--- src/rtl/xdata_sfr_pkg.sv ---
// Purpose: Constants and types for the xdata address and fast port SFR block
// Assumes: Single core clock, synchronous active-low reset
// Notes:   Port slot order is 0,1,2,3,4,5,6,12,15
//
// How it works
// - Pointer-select bit 0 picks which data pointer every pointer instruction uses.
// - Extension bytes join the address only for external-data moves.
// - Pointer moves take the top byte from that pointer's high extension.
// - Index moves take top byte from move-extension, next from page-extension.
// - Value, select and pin-state registers exist for ports 0-6, 12, 15.
// - Select bit one drives the pin from the fast output value bit.
// - Select bit zero drives the pin from the hub port value bit.
// - Pin-state register is read-only, shows pin levels, writes ignored.
// - External-data space is 24 bits wide, 16 MB.
// - SRAM decodes up to 0x001FFF; flash ECC bytes start at 0x080000.
// - Addresses from 0x800000 upward go to the external memory interface.
package xdata_sfr_pkg;

  // ==========================================================
  // Types
  typedef logic [7:0]  byte_t;
  typedef logic [15:0] ptr_t;
  typedef logic [23:0] xaddr_t;

  localparam int NUM_PORTS = 9;
  typedef logic [NUM_PORTS-1:0][7:0] port_bytes_t;

  // ==========================================================
  // Core SFR addresses
  localparam byte_t ADDR_PTR0_LO   = 8'h82;
  localparam byte_t ADDR_PTR0_HI   = 8'h83;
  localparam byte_t ADDR_PTR1_LO   = 8'h84;
  localparam byte_t ADDR_PTR1_HI   = 8'h85;
  localparam byte_t ADDR_PTR_SEL   = 8'h86;
  localparam byte_t ADDR_PTR0_EXT  = 8'h93;
  localparam byte_t ADDR_PTR1_EXT  = 8'h95;
  localparam byte_t ADDR_IDX_TOP   = 8'hEA;
  localparam byte_t ADDR_IDX_PAGE  = 8'hA0;

  // ==========================================================
  // Fast port SFR addresses, slot 8 first
  localparam port_bytes_t PORT_VALUE_ADDR =
    {8'hF8, 8'hE8, 8'hD8, 8'hC8, 8'hC0, 8'hB0, 8'h98, 8'h90, 8'h80};
  localparam port_bytes_t PORT_STATE_ADDR =
    {8'hF9, 8'hE9, 8'hD9, 8'hC9, 8'hC1, 8'hB1, 8'h99, 8'h91, 8'h89};
  localparam port_bytes_t PORT_SOURCE_ADDR =
    {8'hFA, 8'hF2, 8'hDA, 8'hCA, 8'hC2, 8'hB2, 8'h9A, 8'hA2, 8'h8A};

  // ==========================================================
  // Field positions and reset values
  localparam int    PTR_SEL_BIT = 0;
  localparam byte_t BYTE_RESET  = 8'h00;
  localparam ptr_t  PTR_RESET   = 16'h0000;
  localparam byte_t UNMAPPED_RD = 8'h00;

  // ==========================================================
  // Region bounds
  localparam xaddr_t SRAM_LAST  = 24'h001FFF;
  localparam xaddr_t ECC_FIRST  = 24'h080000;
  localparam xaddr_t ECC_LAST   = 24'h081FFF;
  localparam xaddr_t EXT_FIRST  = 24'h800000;

endpackage

--- src/rtl/port_sfr_if.sv ---
// Purpose: SFR write path from the top to the fast port slices
// Assumes: One write strobe per cycle
// Notes:   Readback goes over plain ports of each slice
`timescale 1ns/1ns
`default_nettype none
interface port_sfr_if;
  logic [7:0] addr;
  logic [7:0] wdata;
  logic       wr;
  modport master (output addr, output wdata, output wr);
  modport slave  (input addr, input wdata, input wr);
endinterface
`default_nettype wire

--- src/rtl/fast_port.sv ---
// Purpose: One fast SFR port: value, source select, synchronised pin state
// Assumes: Pin levels are asynchronous to clk_in
// Notes:   Pin state updates only once sync stages two and three agree
`timescale 1ns/1ns
`default_nettype none
module fast_port
  import xdata_sfr_pkg::*;
#(
  parameter byte_t VALUE_ADDR  = 8'h00,
  parameter byte_t SOURCE_ADDR = 8'h00
) (
  input  wire logic         clk_in,
  input  wire logic         resetn_in,
  port_sfr_if.slave         bus,
  input  wire logic [7:0]   hub_value_in,
  input  wire logic [7:0]   pin_level_in,
  output logic      [7:0]   drive_out,
  output logic      [7:0]   value_out,
  output logic      [7:0]   source_out,
  output logic      [7:0]   pin_state_out
);
  typedef struct packed {
    byte_t value;
    byte_t source;
    byte_t s1;
    byte_t s2;
    byte_t s3;
    byte_t state;
    byte_t drive;
  } fp_state_t;

  localparam fp_state_t FP_RESET = '{BYTE_RESET, BYTE_RESET, BYTE_RESET, BYTE_RESET,
                                     BYTE_RESET, BYTE_RESET, BYTE_RESET};

  fp_state_t st_r;
  fp_state_t st_nxt;

  always_comb begin
    st_nxt = st_r;
    if (bus.wr && bus.addr == VALUE_ADDR) begin
      st_nxt.value = bus.wdata;
    end
    if (bus.wr && bus.addr == SOURCE_ADDR) begin
      st_nxt.source = bus.wdata;
    end
    st_nxt.s1 = pin_level_in;
    st_nxt.s2 = st_r.s1;
    st_nxt.s3 = st_r.s2;
    for (int i = 0; i < 8; i++) begin
      if (st_r.s2[i] == st_r.s3[i]) begin
        st_nxt.state[i] = st_r.s3[i];
      end
    end
    st_nxt.drive = (st_r.source & st_r.value) | (~st_r.source & hub_value_in);
  end

  always_ff @(posedge clk_in) begin
    if (!resetn_in) begin
      st_r <= FP_RESET;
    end else begin
      st_r <= st_nxt;
    end
  end

  assign drive_out     = st_r.drive;
  assign value_out     = st_r.value;
  assign source_out    = st_r.source;
  assign pin_state_out = st_r.state;
endmodule // fast_port
`default_nettype wire

--- src/rtl/xdata_region_decode.sv ---
// Purpose: Classify a 24-bit external-data address into regions
// Assumes: Caller registers the flags
// Notes:   Everything not SRAM, ECC or off-chip counts as on-chip peripheral
`timescale 1ns/1ns
`default_nettype none
module xdata_region_decode
  import xdata_sfr_pkg::*;
(
  input  wire xaddr_t addr_in,
  output logic        sram_out,
  output logic        ecc_out,
  output logic        ext_out,
  output logic        periph_out
);
  assign sram_out   = (addr_in <= SRAM_LAST);
  assign ecc_out    = (addr_in >= ECC_FIRST) && (addr_in <= ECC_LAST);
  assign ext_out    = (addr_in >= EXT_FIRST);
  assign periph_out = !sram_out && !ecc_out && !ext_out;
endmodule // xdata_region_decode
`default_nettype wire

--- src/rtl/xdata_sfr_top.sv ---
// Purpose: Data pointers, external-data address forming, fast port SFRs
// Assumes: Core issues at most one pointer or move request per cycle
// Notes:   SFR reads answer one cycle after the read strobe
`timescale 1ns/1ns
`default_nettype none
module xdata_sfr_top (
  input  wire logic                       clk_in,
  input  wire logic                       resetn_in,
  input  wire logic [7:0]                 sfr_addr_in,
  input  wire logic                       sfr_wr_in,
  input  wire logic [7:0]                 sfr_wdata_in,
  input  wire logic                       sfr_rd_in,
  output logic      [7:0]                 sfr_rdata_out,
  output logic                            sfr_rvalid_out,
  output logic                            sfr_hit_out,
  input  wire logic                       ptr_inc_in,
  input  wire logic                       ptr_load_in,
  input  wire logic [15:0]                ptr_load_value_in,
  output logic      [15:0]                ptr_out,
  input  wire logic                       xmove_in,
  input  wire logic                       xmove_index_mode_in,
  input  wire logic [7:0]                 xmove_index_in,
  output xdata_sfr_pkg::xaddr_t           xaddr_out,
  output logic                            xaddr_valid_out,
  output logic                            region_sram_out,
  output logic                            region_ecc_out,
  output logic                            region_ext_out,
  output logic                            region_periph_out,
  input  wire xdata_sfr_pkg::port_bytes_t hub_port_value_in,
  input  wire xdata_sfr_pkg::port_bytes_t pin_level_in,
  output xdata_sfr_pkg::port_bytes_t      port_drive_out
);
  import xdata_sfr_pkg::*;

  // ==========================================================
  // State
  typedef struct packed {
    ptr_t   ptr0;
    ptr_t   ptr1;
    byte_t  ptr_sel;
    byte_t  ptr0_ext;
    byte_t  ptr1_ext;
    byte_t  idx_top;
    byte_t  idx_page;
    ptr_t   ptr_cur;
    xaddr_t xaddr;
    logic   xvalid;
    logic   r_sram;
    logic   r_ecc;
    logic   r_ext;
    logic   r_periph;
    byte_t  rdata;
    logic   rvalid;
    logic   hit;
  } top_state_t;

  localparam top_state_t TOP_RESET = '{
    ptr0:     PTR_RESET,
    ptr1:     PTR_RESET,
    ptr_sel:  BYTE_RESET,
    ptr0_ext: BYTE_RESET,
    ptr1_ext: BYTE_RESET,
    idx_top:  BYTE_RESET,
    idx_page: BYTE_RESET,
    ptr_cur:  PTR_RESET,
    xaddr:    24'h000000,
    xvalid:   1'b0,
    r_sram:   1'b0,
    r_ecc:    1'b0,
    r_ext:    1'b0,
    r_periph: 1'b0,
    rdata:    BYTE_RESET,
    rvalid:   1'b0,
    hit:      1'b0
  };

  top_state_t st_r;
  top_state_t st_nxt;

  // ==========================================================
  // Port slices
  port_sfr_if  port_bus ();
  port_bytes_t port_value;
  port_bytes_t port_source;
  port_bytes_t port_state;

  assign port_bus.addr  = sfr_addr_in;
  assign port_bus.wdata = sfr_wdata_in;
  assign port_bus.wr    = sfr_wr_in;

  genvar g;
  generate
    for (g = 0; g < NUM_PORTS; g++) begin : g_port
      fast_port #(
        .VALUE_ADDR  (PORT_VALUE_ADDR[g]),
        .SOURCE_ADDR (PORT_SOURCE_ADDR[g])
      ) u_port (
        .clk_in        (clk_in),
        .resetn_in     (resetn_in),
        .bus           (port_bus.slave),
        .hub_value_in  (hub_port_value_in[g]),
        .pin_level_in  (pin_level_in[g]),
        .drive_out     (port_drive_out[g]),
        .value_out     (port_value[g]),
        .source_out    (port_source[g]),
        .pin_state_out (port_state[g])
      );
    end
  endgenerate

  // ==========================================================
  // Address forming
  logic   use_ptr1;
  ptr_t   sel_ptr;
  byte_t  sel_ext;
  xaddr_t move_addr;
  logic   dec_sram;
  logic   dec_ecc;
  logic   dec_ext;
  logic   dec_periph;

  // ==========================================================
  // Pointer select
  // selector bit picks pointer
  assign use_ptr1 = st_r.ptr_sel[PTR_SEL_BIT];
  assign sel_ptr  = use_ptr1 ? st_r.ptr1 : st_r.ptr0;
  assign sel_ext  = use_ptr1 ? st_r.ptr1_ext : st_r.ptr0_ext;

  // ==========================================================
  // Move address
  always_comb begin
    if (xmove_index_mode_in) begin
      move_addr = {st_r.idx_top, st_r.idx_page, xmove_index_in};
    end else begin
      move_addr = {sel_ext, sel_ptr};
    end
  end

  // ==========================================================
  // Region decode
  // Flags are registered with the address in the next-state logic
  xdata_region_decode u_decode (
    .addr_in    (move_addr),
    .sram_out   (dec_sram),
    .ecc_out    (dec_ecc),
    .ext_out    (dec_ext),
    .periph_out (dec_periph)
  );

  // ==========================================================
  // Port address match
  logic [NUM_PORTS-1:0] hit_value;
  logic [NUM_PORTS-1:0] hit_source;
  logic [NUM_PORTS-1:0] hit_state;
  logic                 port_hit;
  byte_t                port_rd;

  // Port addresses are all distinct, so at most one bit is set
  always_comb begin
    for (int i = 0; i < NUM_PORTS; i++) begin
      hit_value[i]  = (sfr_addr_in == PORT_VALUE_ADDR[i]);
      hit_source[i] = (sfr_addr_in == PORT_SOURCE_ADDR[i]);
      hit_state[i]  = (sfr_addr_in == PORT_STATE_ADDR[i]);
    end
  end

  assign port_hit = |{hit_value, hit_source, hit_state};

  // OR of masked bytes keeps the 27-way select shallow
  always_comb begin
    port_rd = 8'h00;
    for (int i = 0; i < NUM_PORTS; i++) begin
      port_rd = port_rd | (port_value[i] & {8{hit_value[i]}});
      port_rd = port_rd | (port_source[i] & {8{hit_source[i]}});
      port_rd = port_rd | (port_state[i] & {8{hit_state[i]}});
    end
  end

  // ==========================================================
  // Read mux
  byte_t rd_value;
  logic  rd_hit;

  always_comb begin
    rd_value = UNMAPPED_RD;
    rd_hit   = 1'b1;
    case (sfr_addr_in)
      ADDR_PTR0_LO:  rd_value = st_r.ptr0[7:0];
      ADDR_PTR0_HI:  rd_value = st_r.ptr0[15:8];
      ADDR_PTR1_LO:  rd_value = st_r.ptr1[7:0];
      ADDR_PTR1_HI:  rd_value = st_r.ptr1[15:8];
      ADDR_PTR_SEL:  rd_value = st_r.ptr_sel;
      ADDR_PTR0_EXT: rd_value = st_r.ptr0_ext;
      ADDR_PTR1_EXT: rd_value = st_r.ptr1_ext;
      ADDR_IDX_TOP:  rd_value = st_r.idx_top;
      ADDR_IDX_PAGE: rd_value = st_r.idx_page;
      default:       rd_hit   = 1'b0;
    endcase
    // Port map and core map never overlap, so order is free
    if (port_hit) begin
      rd_value = port_rd;
      rd_hit   = 1'b1;
    end
  end

  // ==========================================================
  // Pointer instruction update
  logic ptr_upd_en;
  ptr_t ptr_upd;

  // load beats increment, both act on the selected pointer
  always_comb begin
    ptr_upd_en = ptr_load_in || ptr_inc_in;
    if (ptr_load_in) begin
      ptr_upd = ptr_load_value_in;
    end else begin
      // Plain 16-bit wrap, no carry into the extension byte
      ptr_upd = sel_ptr + 16'h0001;
    end
  end

  // ==========================================================
  // Next state
  always_comb begin
    st_nxt        = st_r;
    st_nxt.rvalid = sfr_rd_in;
    st_nxt.xvalid = 1'b0;
    // Read data and hit hold until the next read strobe
    if (sfr_rd_in) begin
      st_nxt.rdata = rd_value;
      st_nxt.hit   = rd_hit;
    end

    // Register writes; pin-state addresses have no storage here
    if (sfr_wr_in) begin
      case (sfr_addr_in)
        ADDR_PTR0_LO:  st_nxt.ptr0[7:0]  = sfr_wdata_in;
        ADDR_PTR0_HI:  st_nxt.ptr0[15:8] = sfr_wdata_in;
        ADDR_PTR1_LO:  st_nxt.ptr1[7:0]  = sfr_wdata_in;
        ADDR_PTR1_HI:  st_nxt.ptr1[15:8] = sfr_wdata_in;
        ADDR_PTR_SEL:  st_nxt.ptr_sel    = sfr_wdata_in;
        ADDR_PTR0_EXT: st_nxt.ptr0_ext   = sfr_wdata_in;
        ADDR_PTR1_EXT: st_nxt.ptr1_ext   = sfr_wdata_in;
        ADDR_IDX_TOP:  st_nxt.idx_top    = sfr_wdata_in;
        ADDR_IDX_PAGE: st_nxt.idx_page   = sfr_wdata_in;
        default: ;
      endcase
    end

    // Instruction updates win over an SFR write in the same cycle
    // increment and load hit selected pointer
    if (ptr_upd_en) begin
      if (use_ptr1) begin
        st_nxt.ptr1 = ptr_upd;
      end else begin
        st_nxt.ptr0 = ptr_upd;
      end
    end

    // plain 16-bit pointer for code reads and jumps
    st_nxt.ptr_cur = use_ptr1 ? st_nxt.ptr1 : st_nxt.ptr0;

    if (xmove_in) begin
      st_nxt.xaddr    = move_addr;
      st_nxt.xvalid   = 1'b1;
      // Region flags travel with the address they describe
      st_nxt.r_sram   = dec_sram;
      st_nxt.r_ecc    = dec_ecc;
      st_nxt.r_ext    = dec_ext;
      st_nxt.r_periph = dec_periph;
    end
  end

  always_ff @(posedge clk_in) begin
    if (!resetn_in) begin
      st_r <= TOP_RESET;
    end else begin
      st_r <= st_nxt;
    end
  end

  // ==========================================================
  // Outputs
  // All outputs come straight from flops, no decode glitches
  assign sfr_rdata_out     = st_r.rdata;
  assign sfr_rvalid_out    = st_r.rvalid;
  assign sfr_hit_out       = st_r.hit;
  assign ptr_out           = st_r.ptr_cur;
  assign xaddr_out         = st_r.xaddr;
  assign xaddr_valid_out   = st_r.xvalid;
  assign region_sram_out   = st_r.r_sram;
  assign region_ecc_out    = st_r.r_ecc;
  assign region_ext_out    = st_r.r_ext;
  assign region_periph_out = st_r.r_periph;

endmodule // xdata_sfr_top
`default_nettype wire

--- config.mk ---
export PLATFORM = sky130hd
export DESIGN_NAME = xdata_sfr_top
export DESIGN_NICKNAME = d
export VERILOG_FILES = /design/src/rtl/xdata_sfr_pkg.sv /design/src/rtl/port_sfr_if.sv /design/src/rtl/fast_port.sv /design/src/rtl/xdata_region_decode.sv /design/src/rtl/xdata_sfr_top.sv
export SDC_FILE = /design/constraint.sdc
export NUM_CORES = 1
export LEC_CHECK = 0
export BUFFER_PORTS_ARGS = -buffer_cell sky130_fd_sc_hd__buf_4
export CAP_MARGIN = 0
export CORE_MARGIN = 5
export CORE_UTILIZATION = 53
export CTS_CLUSTER_DIAMETER = 80
export CTS_CLUSTER_SIZE = 8
export DETAILED_ROUTE_END_ITERATION = 10
export GPL_ROUTABILITY_DRIVEN = 1
export PLACE_DENSITY_LB_ADDON = 0.3
export RECOVER_POWER = 25
export SETUP_SLACK_MARGIN = 0.3
export SYNTH_ARGS = -nofsm -noshare
export SYNTH_HDL_FRONTEND = slang
export SYNTH_HIERARCHICAL = 1
export SYNTH_SLANG_ARGS = --single-unit
--- constraint.sdc ---
create_clock -name clk_in -period 2.7 [get_ports clk_in]
set_input_delay 0.27 -clock clk_in [delete_from_list [all_inputs] [get_ports clk_in]]
set_output_delay 0.27 -clock clk_in [all_outputs]
set_load 0.005 [all_outputs]
Word-level counts from Yosys, hierarchy flattened
Cells that the tools add are included.
- flip-flop bits (word level): 631
- bits in latches: 0
- bits in writable memories: 0
- ROM bits: 0
- bits of input ports: 192
- logic and storage cells: 400
- memories: 0
- add/subtract/negate cells: 1
- multiply operators: 0
- div/mod/pow operators: 0
- order comparisons: 4
- equal/unequal tests: 108
- shift operators: 0
- multiplexer cells: 23
- bitwise logic cells: 89
- reduce and logical (&&, ||, !) cells: 32
- operators by type and width (kind ; number):
    8-bit bitwise AND ; 45
    8-bit == test, second input constant ; 36
    8-bit bitwise OR ; 35
    8-bit two-way mux ; 11
    16-bit two-way mux ; 5
    1-bit == test ; 72
    72-bit two-way mux ; 1
    8-bit NOT ; 9
    8-bit case mux with 9 select lines ; 1
    32-bit two-way mux ; 1
    27-bit OR reduction ; 1
    24-bit by 20-bit >= comparator with 1-bit output, second input constant ; 1
    24-bit >= comparator, second input constant ; 1
    24-bit by 13-bit less-or-equal comparator with 1-bit output, second input constant ; 1
    24-bit by 20-bit less-or-equal comparator with 1-bit output, second input constant ; 1
    24-bit two-way mux ; 1
    1-bit logical AND ; 21
    16-bit by 1-bit adder with 16-bit output, second input constant ; 1
    2-bit AND reduction ; 5
    9-bit OR reduction ; 1
    5-bit two-way mux ; 1
    1-bit zero test ; 3
    1-bit two-way mux ; 2
    1-bit logical OR ; 1

Logic depth before layout (Yosys ltp)
- depth in word-level cells: 29
- depth in mapped cells: 11
- depth with buffers taken out: 8

By module
Netlist, hierarchy kept.
- by module, submodules not included (module ; times used ; cells each ; area an instance (um^2) ; sequential area each (um^2)):
    xdata_sfr_top ; 1 ; 1175 ; 9336.5 ; 2542.4
    fast_port at g_port[2].u_port ... ; 3 ; 205 ; 2108.3 ; 1121.1
    fast_port at g_port[1].u_port ... ; 2 ; 205 ; 2120.8 ; 1121.1
    fast_port at g_port[4].u_port ... ; 2 ; 205 ; 2105.8 ; 1121.1
    fast_port at g_port[7].u_port ; 1 ; 206 ; 2118.3 ; 1121.1
    fast_port at g_port[0].u_port ; 1 ; 204 ; 2113.3 ; 1121.1
    xdata_region_decode ; 1 ; 10 ; 77.6 ; 0.0

Worst setup path before layout
Ideal clock, no wire load.
- path type: register to register
- start point: reg st_r[87] (netlist name)
- end point: reg st_r, in the netlist region_periph_out
- setup time: 128 ps
- data arrival time: 2449 ps
- required time: 2572 ps
- path slack: 124 ps
- stages on the path, launching flop included: 12
- path buffers: 5
- period minus slack after synthesis: 2576 ps
- path through: dfxtp_1 -> buf_6 -> buf_8 -> buf_2 -> buf_2 -> buf_2 -> mux2i_1 -> o21ai_0 -> or4_4 -> o31a_1 -> mux2i_1 -> nor2_1
- RTL lines (what ; line ; source):
    end signal: assignment ; xdata_sfr_top.sv:278 ; st_r <= st_nxt;
    end: declaration ; xdata_sfr_top.sv:77 ; top_state_t st_r;

==> impl_metrics.env <==
export IMPL_portBuffers=318
export IMPL_synth_flop_cell="dfxtp_1"
export IMPL_place_gp_congestion=1.03
export IMPL_grt_overflow=0
export IMPL_drive_gt1_share_pct=19.8
export IMPL_finClkSkew_ns=0.0262
export IMPL_routed_via_density=5.85
export IMPL_path_cells="clkbuf_16 -> nand3b_1 -> a211oi_4 -> a31oi_2 -> or2_4 -> a221o_1 -> o22ai_1"
export IMPL_core_um2=52900
export IMPL_wirelength_um=103000
export IMPL_grt_antenna_before_repair=1
export IMPL_rows=84
export IMPL_nFillCells=4235
export IMPL_min_period_ns=2.37
export IMPL_slowest_delay_ns=0.49
export IMPL_drc=0
export IMPL_path_buf_inv=1
export IMPL_cts_root_buf="clkbuf_16"
export IMPL_violations="slew limit"
export IMPL_ys_async_sr_fraction_pct=0
export IMPL_placedCellCount=3630
export IMPL_start_util_pct=53.8
export IMPL_critPathArrivalTime_ns=2.90
export IMPL_syn_area_per_cell_um2=9.38
export IMPL_fin_crit_sh_pct=87.6
export IMPL_cts_sinks=631
export IMPL_hold_class="in -> reg"
export IMPL_antenna_cells=0
export IMPL_tightest_slew_ns=1.57
export IMPL_critPathTopFamily="compound AO/OA/AOI/OAI gates"
export IMPL_fin_tns_setup_ns=0
export IMPL_mostFrequentLayoutCells="dfxtp_1 (628), buf_4 (399), nand2_1 (395)"
export IMPL_die_area_um2=58400
export IMPL_setup_worst_path_start_class="flip-flop"
export IMPL_end_kind="flip-flop"
export IMPL_crit_required_ns=3.23
export IMPL_grt_total_usage_pct=33.7
export IMPL_ys_types=91
export IMPL_drv_slew=172
export IMPL_path_class="reg -> reg"
export IMPL_nets=3376
export IMPL_final_common_cell="dfxtp_1"
export IMPL_h_tree_depth=3
export IMPL_dp_hpwl_um=74300
export IMPL_netlist_instances=3030
export IMPL_ant_nets=0
export IMPL_yosys_area_top_type="dfxtp_1"
export IMPL_synth_edff_count=0
export IMPL_clk_latency_ns=0.64
export IMPL_clockBufferDepth=3
export IMPL_finalPower_uw=21200
export IMPL_drtIter0Drc=2232
export IMPL_synth_top_area_share_pct=44.4
export IMPL_area_delta_synth_final_pct=16.9
export IMPL_worstPathMaxFanout=8
export IMPL_cts_tree="yes"
export IMPL_dr_pass1_iters=8
export IMPL_rsz0062_at_grt="no"
export IMPL_synth_area_leaders="dfxtp_1 (44%), mux2i_1 (11%), buf_4 (8.9%), nand2_1 (5.2%), and2_1 (5.0%)"
export IMPL_clk_pin_slew_ns=0.05
export IMPL_grt_pass1_vias=22800
export IMPL_maxCapViolCount=0
export IMPL_drt_wirelength_per_cell_um=26.5
export IMPL_cp_slowest_cell="a211oi_4"
export IMPL_synth_seq_cells=631
export IMPL_grt_max_degree=173
export IMPL_p_leak_uw=0.0136
export IMPL_die_w_um=242
export IMPL_fmax_mhz=423
export IMPL_irDropWorstVdd_uv=658
export IMPL_die_h_um=242
export IMPL_ys_seq_area_share_pct=44.4
export IMPL_cts_buffers=88
export IMPL_hold_violations=0
export IMPL_route_vias_total=22700
export IMPL_synth_area_um2=28400
export IMPL_setup_viol=0
export IMPL_ys_warn_count=6
export IMPL_powerDensity_nw_per_um2=640
export IMPL_status="finished, violations left"
export IMPL_final_cell_count_no_fill=3877
export IMPL_synth_nets=3223
export IMPL_slew_headroom_pct=-4.61
export IMPL_grt_pass1_wl_um=150000
export IMPL_ioPinCount=319
worst paths after layout:
| path | end | slack, ns | from | cells after the start |
|---|---|---|---|---|
| max | ptr_out[8] | 0.33 | st_r[87] | 7 |
| min | xaddr_out[6] | 0.03 | xmove_index_in[6] | 4 |
| max reg2reg | ptr_out[8] | 0.33 | st_r[87] | 7 |
| min reg2reg | g_port[6].u_port/st_nxt[21] | 0.43 | g_port[6].u_port/st_nxt[29] | 1 |
where the power goes:
part | switching, µW | internal, µW | leakage (µW)
sequential | 138 | 9590 | 0.00515
combinational | 923 | 818 | 0.00728
clock | 3900 | 5880 | 0.00116
total | 4960 | 16300 | 0.0136
sequential cells by signal, summed over array words and instances, names as in the netlist, 8 cells and up:
name	count
g_port.u_port/drive_out	72
g_port.u_port/source_out	72
g_port.u_port/pin_state_out	72
g_port.u_port/st_r	72
xaddr_out	24
g_port.u_port/st_nxt	144
sfr_rdata_out	8
st_r	72
g_port.u_port/value_out	72
ptr_out	16
per-layer routing:
| metal | GRT usage [%] | part of all wire (%) | vias to the layer above |
|---|---|---|---|
| met3 | 6.00 | 6.8 | 185 |
| met4 | 12.2 | 3.9 | 0 |
| met5 | 0 | 0 | - |
| met1 | 43.4 | 41 | 11200 |
| li1 | - | - | 10300 |
| met2 | 57.1 | 48 | 983 |
layout make-up:
cell class / count / area (µm²) / share of cell area (%)
Sequential cell: 631 / 12600 / 38.0
Timing Repair Buffer: 576 / 4810 / 14.5
Clock buffer: 91 / 2260 / 6.79
Clock inverter: 5 / 120 / 0.362
Inverter: 14 / 52.6 / 0.158
Multi-Input combinational cell: 1872 / 12500 / 37.6
Tap cell: 688 / 861 / 2.59
cells in the mapped netlist (5+ instances only):
| cell | number |
|---|---|
| nand4b_1 | 5 |
| nor2b_1 | 86 |
| and3_1 | 12 |
| a221o_1 | 5 |
| buf_6 | 9 |
| mux2i_1 | 321 |
| inv_1 | 13 |
| mux2_2 | 50 |
| o21ai_0 | 120 |
| o22ai_1 | 20 |
| a31oi_1 | 16 |
| buf_1 | 19 |
| a311oi_1 | 7 |
| o32ai_1 | 5 |
| nor3_1 | 23 |
| a21oi_1 | 56 |
| buf_2 | 33 |
| nor4bb_1 | 6 |
| buf_4 | 337 |
| nand3_2 | 5 |
| nor3b_1 | 6 |
| or3_1 | 9 |
| nand3b_1 | 7 |
| nor2_1 | 126 |
| nand2_1 | 395 |
| a222oi_1 | 6 |
| nand3_1 | 54 |
| and2_1 | 229 |
| a32o_1 | 7 |
| dfxtp_1 | 631 |
| nand2b_1 | 12 |
| nand4_1 | 17 |
| xnor2_1 | 7 |
| clkbuf_1 | 113 |
| a211oi_1 | 6 |
| a32oi_1 | 10 |
| a21boi_0 | 72 |
| a22o_1 | 11 |
| nor4_1 | 11 |
| a22oi_1 | 54 |
| nor3_4 | 7 |
worst register-to-register path: cells and delay by family, from the launching register on:
family | cells | cell delay (ns)
buffers and inverters | 1 | 0.18
AOI/OAI and AO/OA | 4 | 1.17
and+or+nand+nor | 2 | 0.54
DFF | 1 | 0.39
cell families after synthesis:
logic type	Yosys count	share of synthesized area, %
AND/OR/NAND/NOR	1053	19.6
flip-flops	631	44.4
buffers and inverters	527	11.8
AO/OA/AOI/OAI	434	10.3
multiplexers	373	13.4
XOR/XNOR	11	0.339
adder cells (fa/ha/maj)	1	0.0440
through the flow:
stage | hold WS (ns) | utilization (%) | instance area (µm²) | setup WS [ns]
final | 0.0266 | 62.8 | 33200 | 0.335
after global routing | 0.0435 | 62.8 | 33200 | 0.245
after CTS | 0.00184 | 62.8 | 33200 | 0.311
after detailed placement | 0.419 | 55.5 | 29300 | -0.0465
after global placement | 0.413 | 55.5 | 29300 | -0.0621
after floorplan | 0.392 | - | 28400 | 0.279
what timing repair did:
| action | 4_1_cts | 5_1_grt |
|---|---|---|
| pin swaps | 0 | 4 |
| cloned | 0 | 1 |
| hold buffers | 146 | 0 |
| setup endpoints to repair | 1 | 8 |
| hold endpoints to repair | 146 | 0 |
| setup buffers | 0 | 4 |
| gates resized for setup | 1 | 8 |
Power figures use the tool's default switching activity.
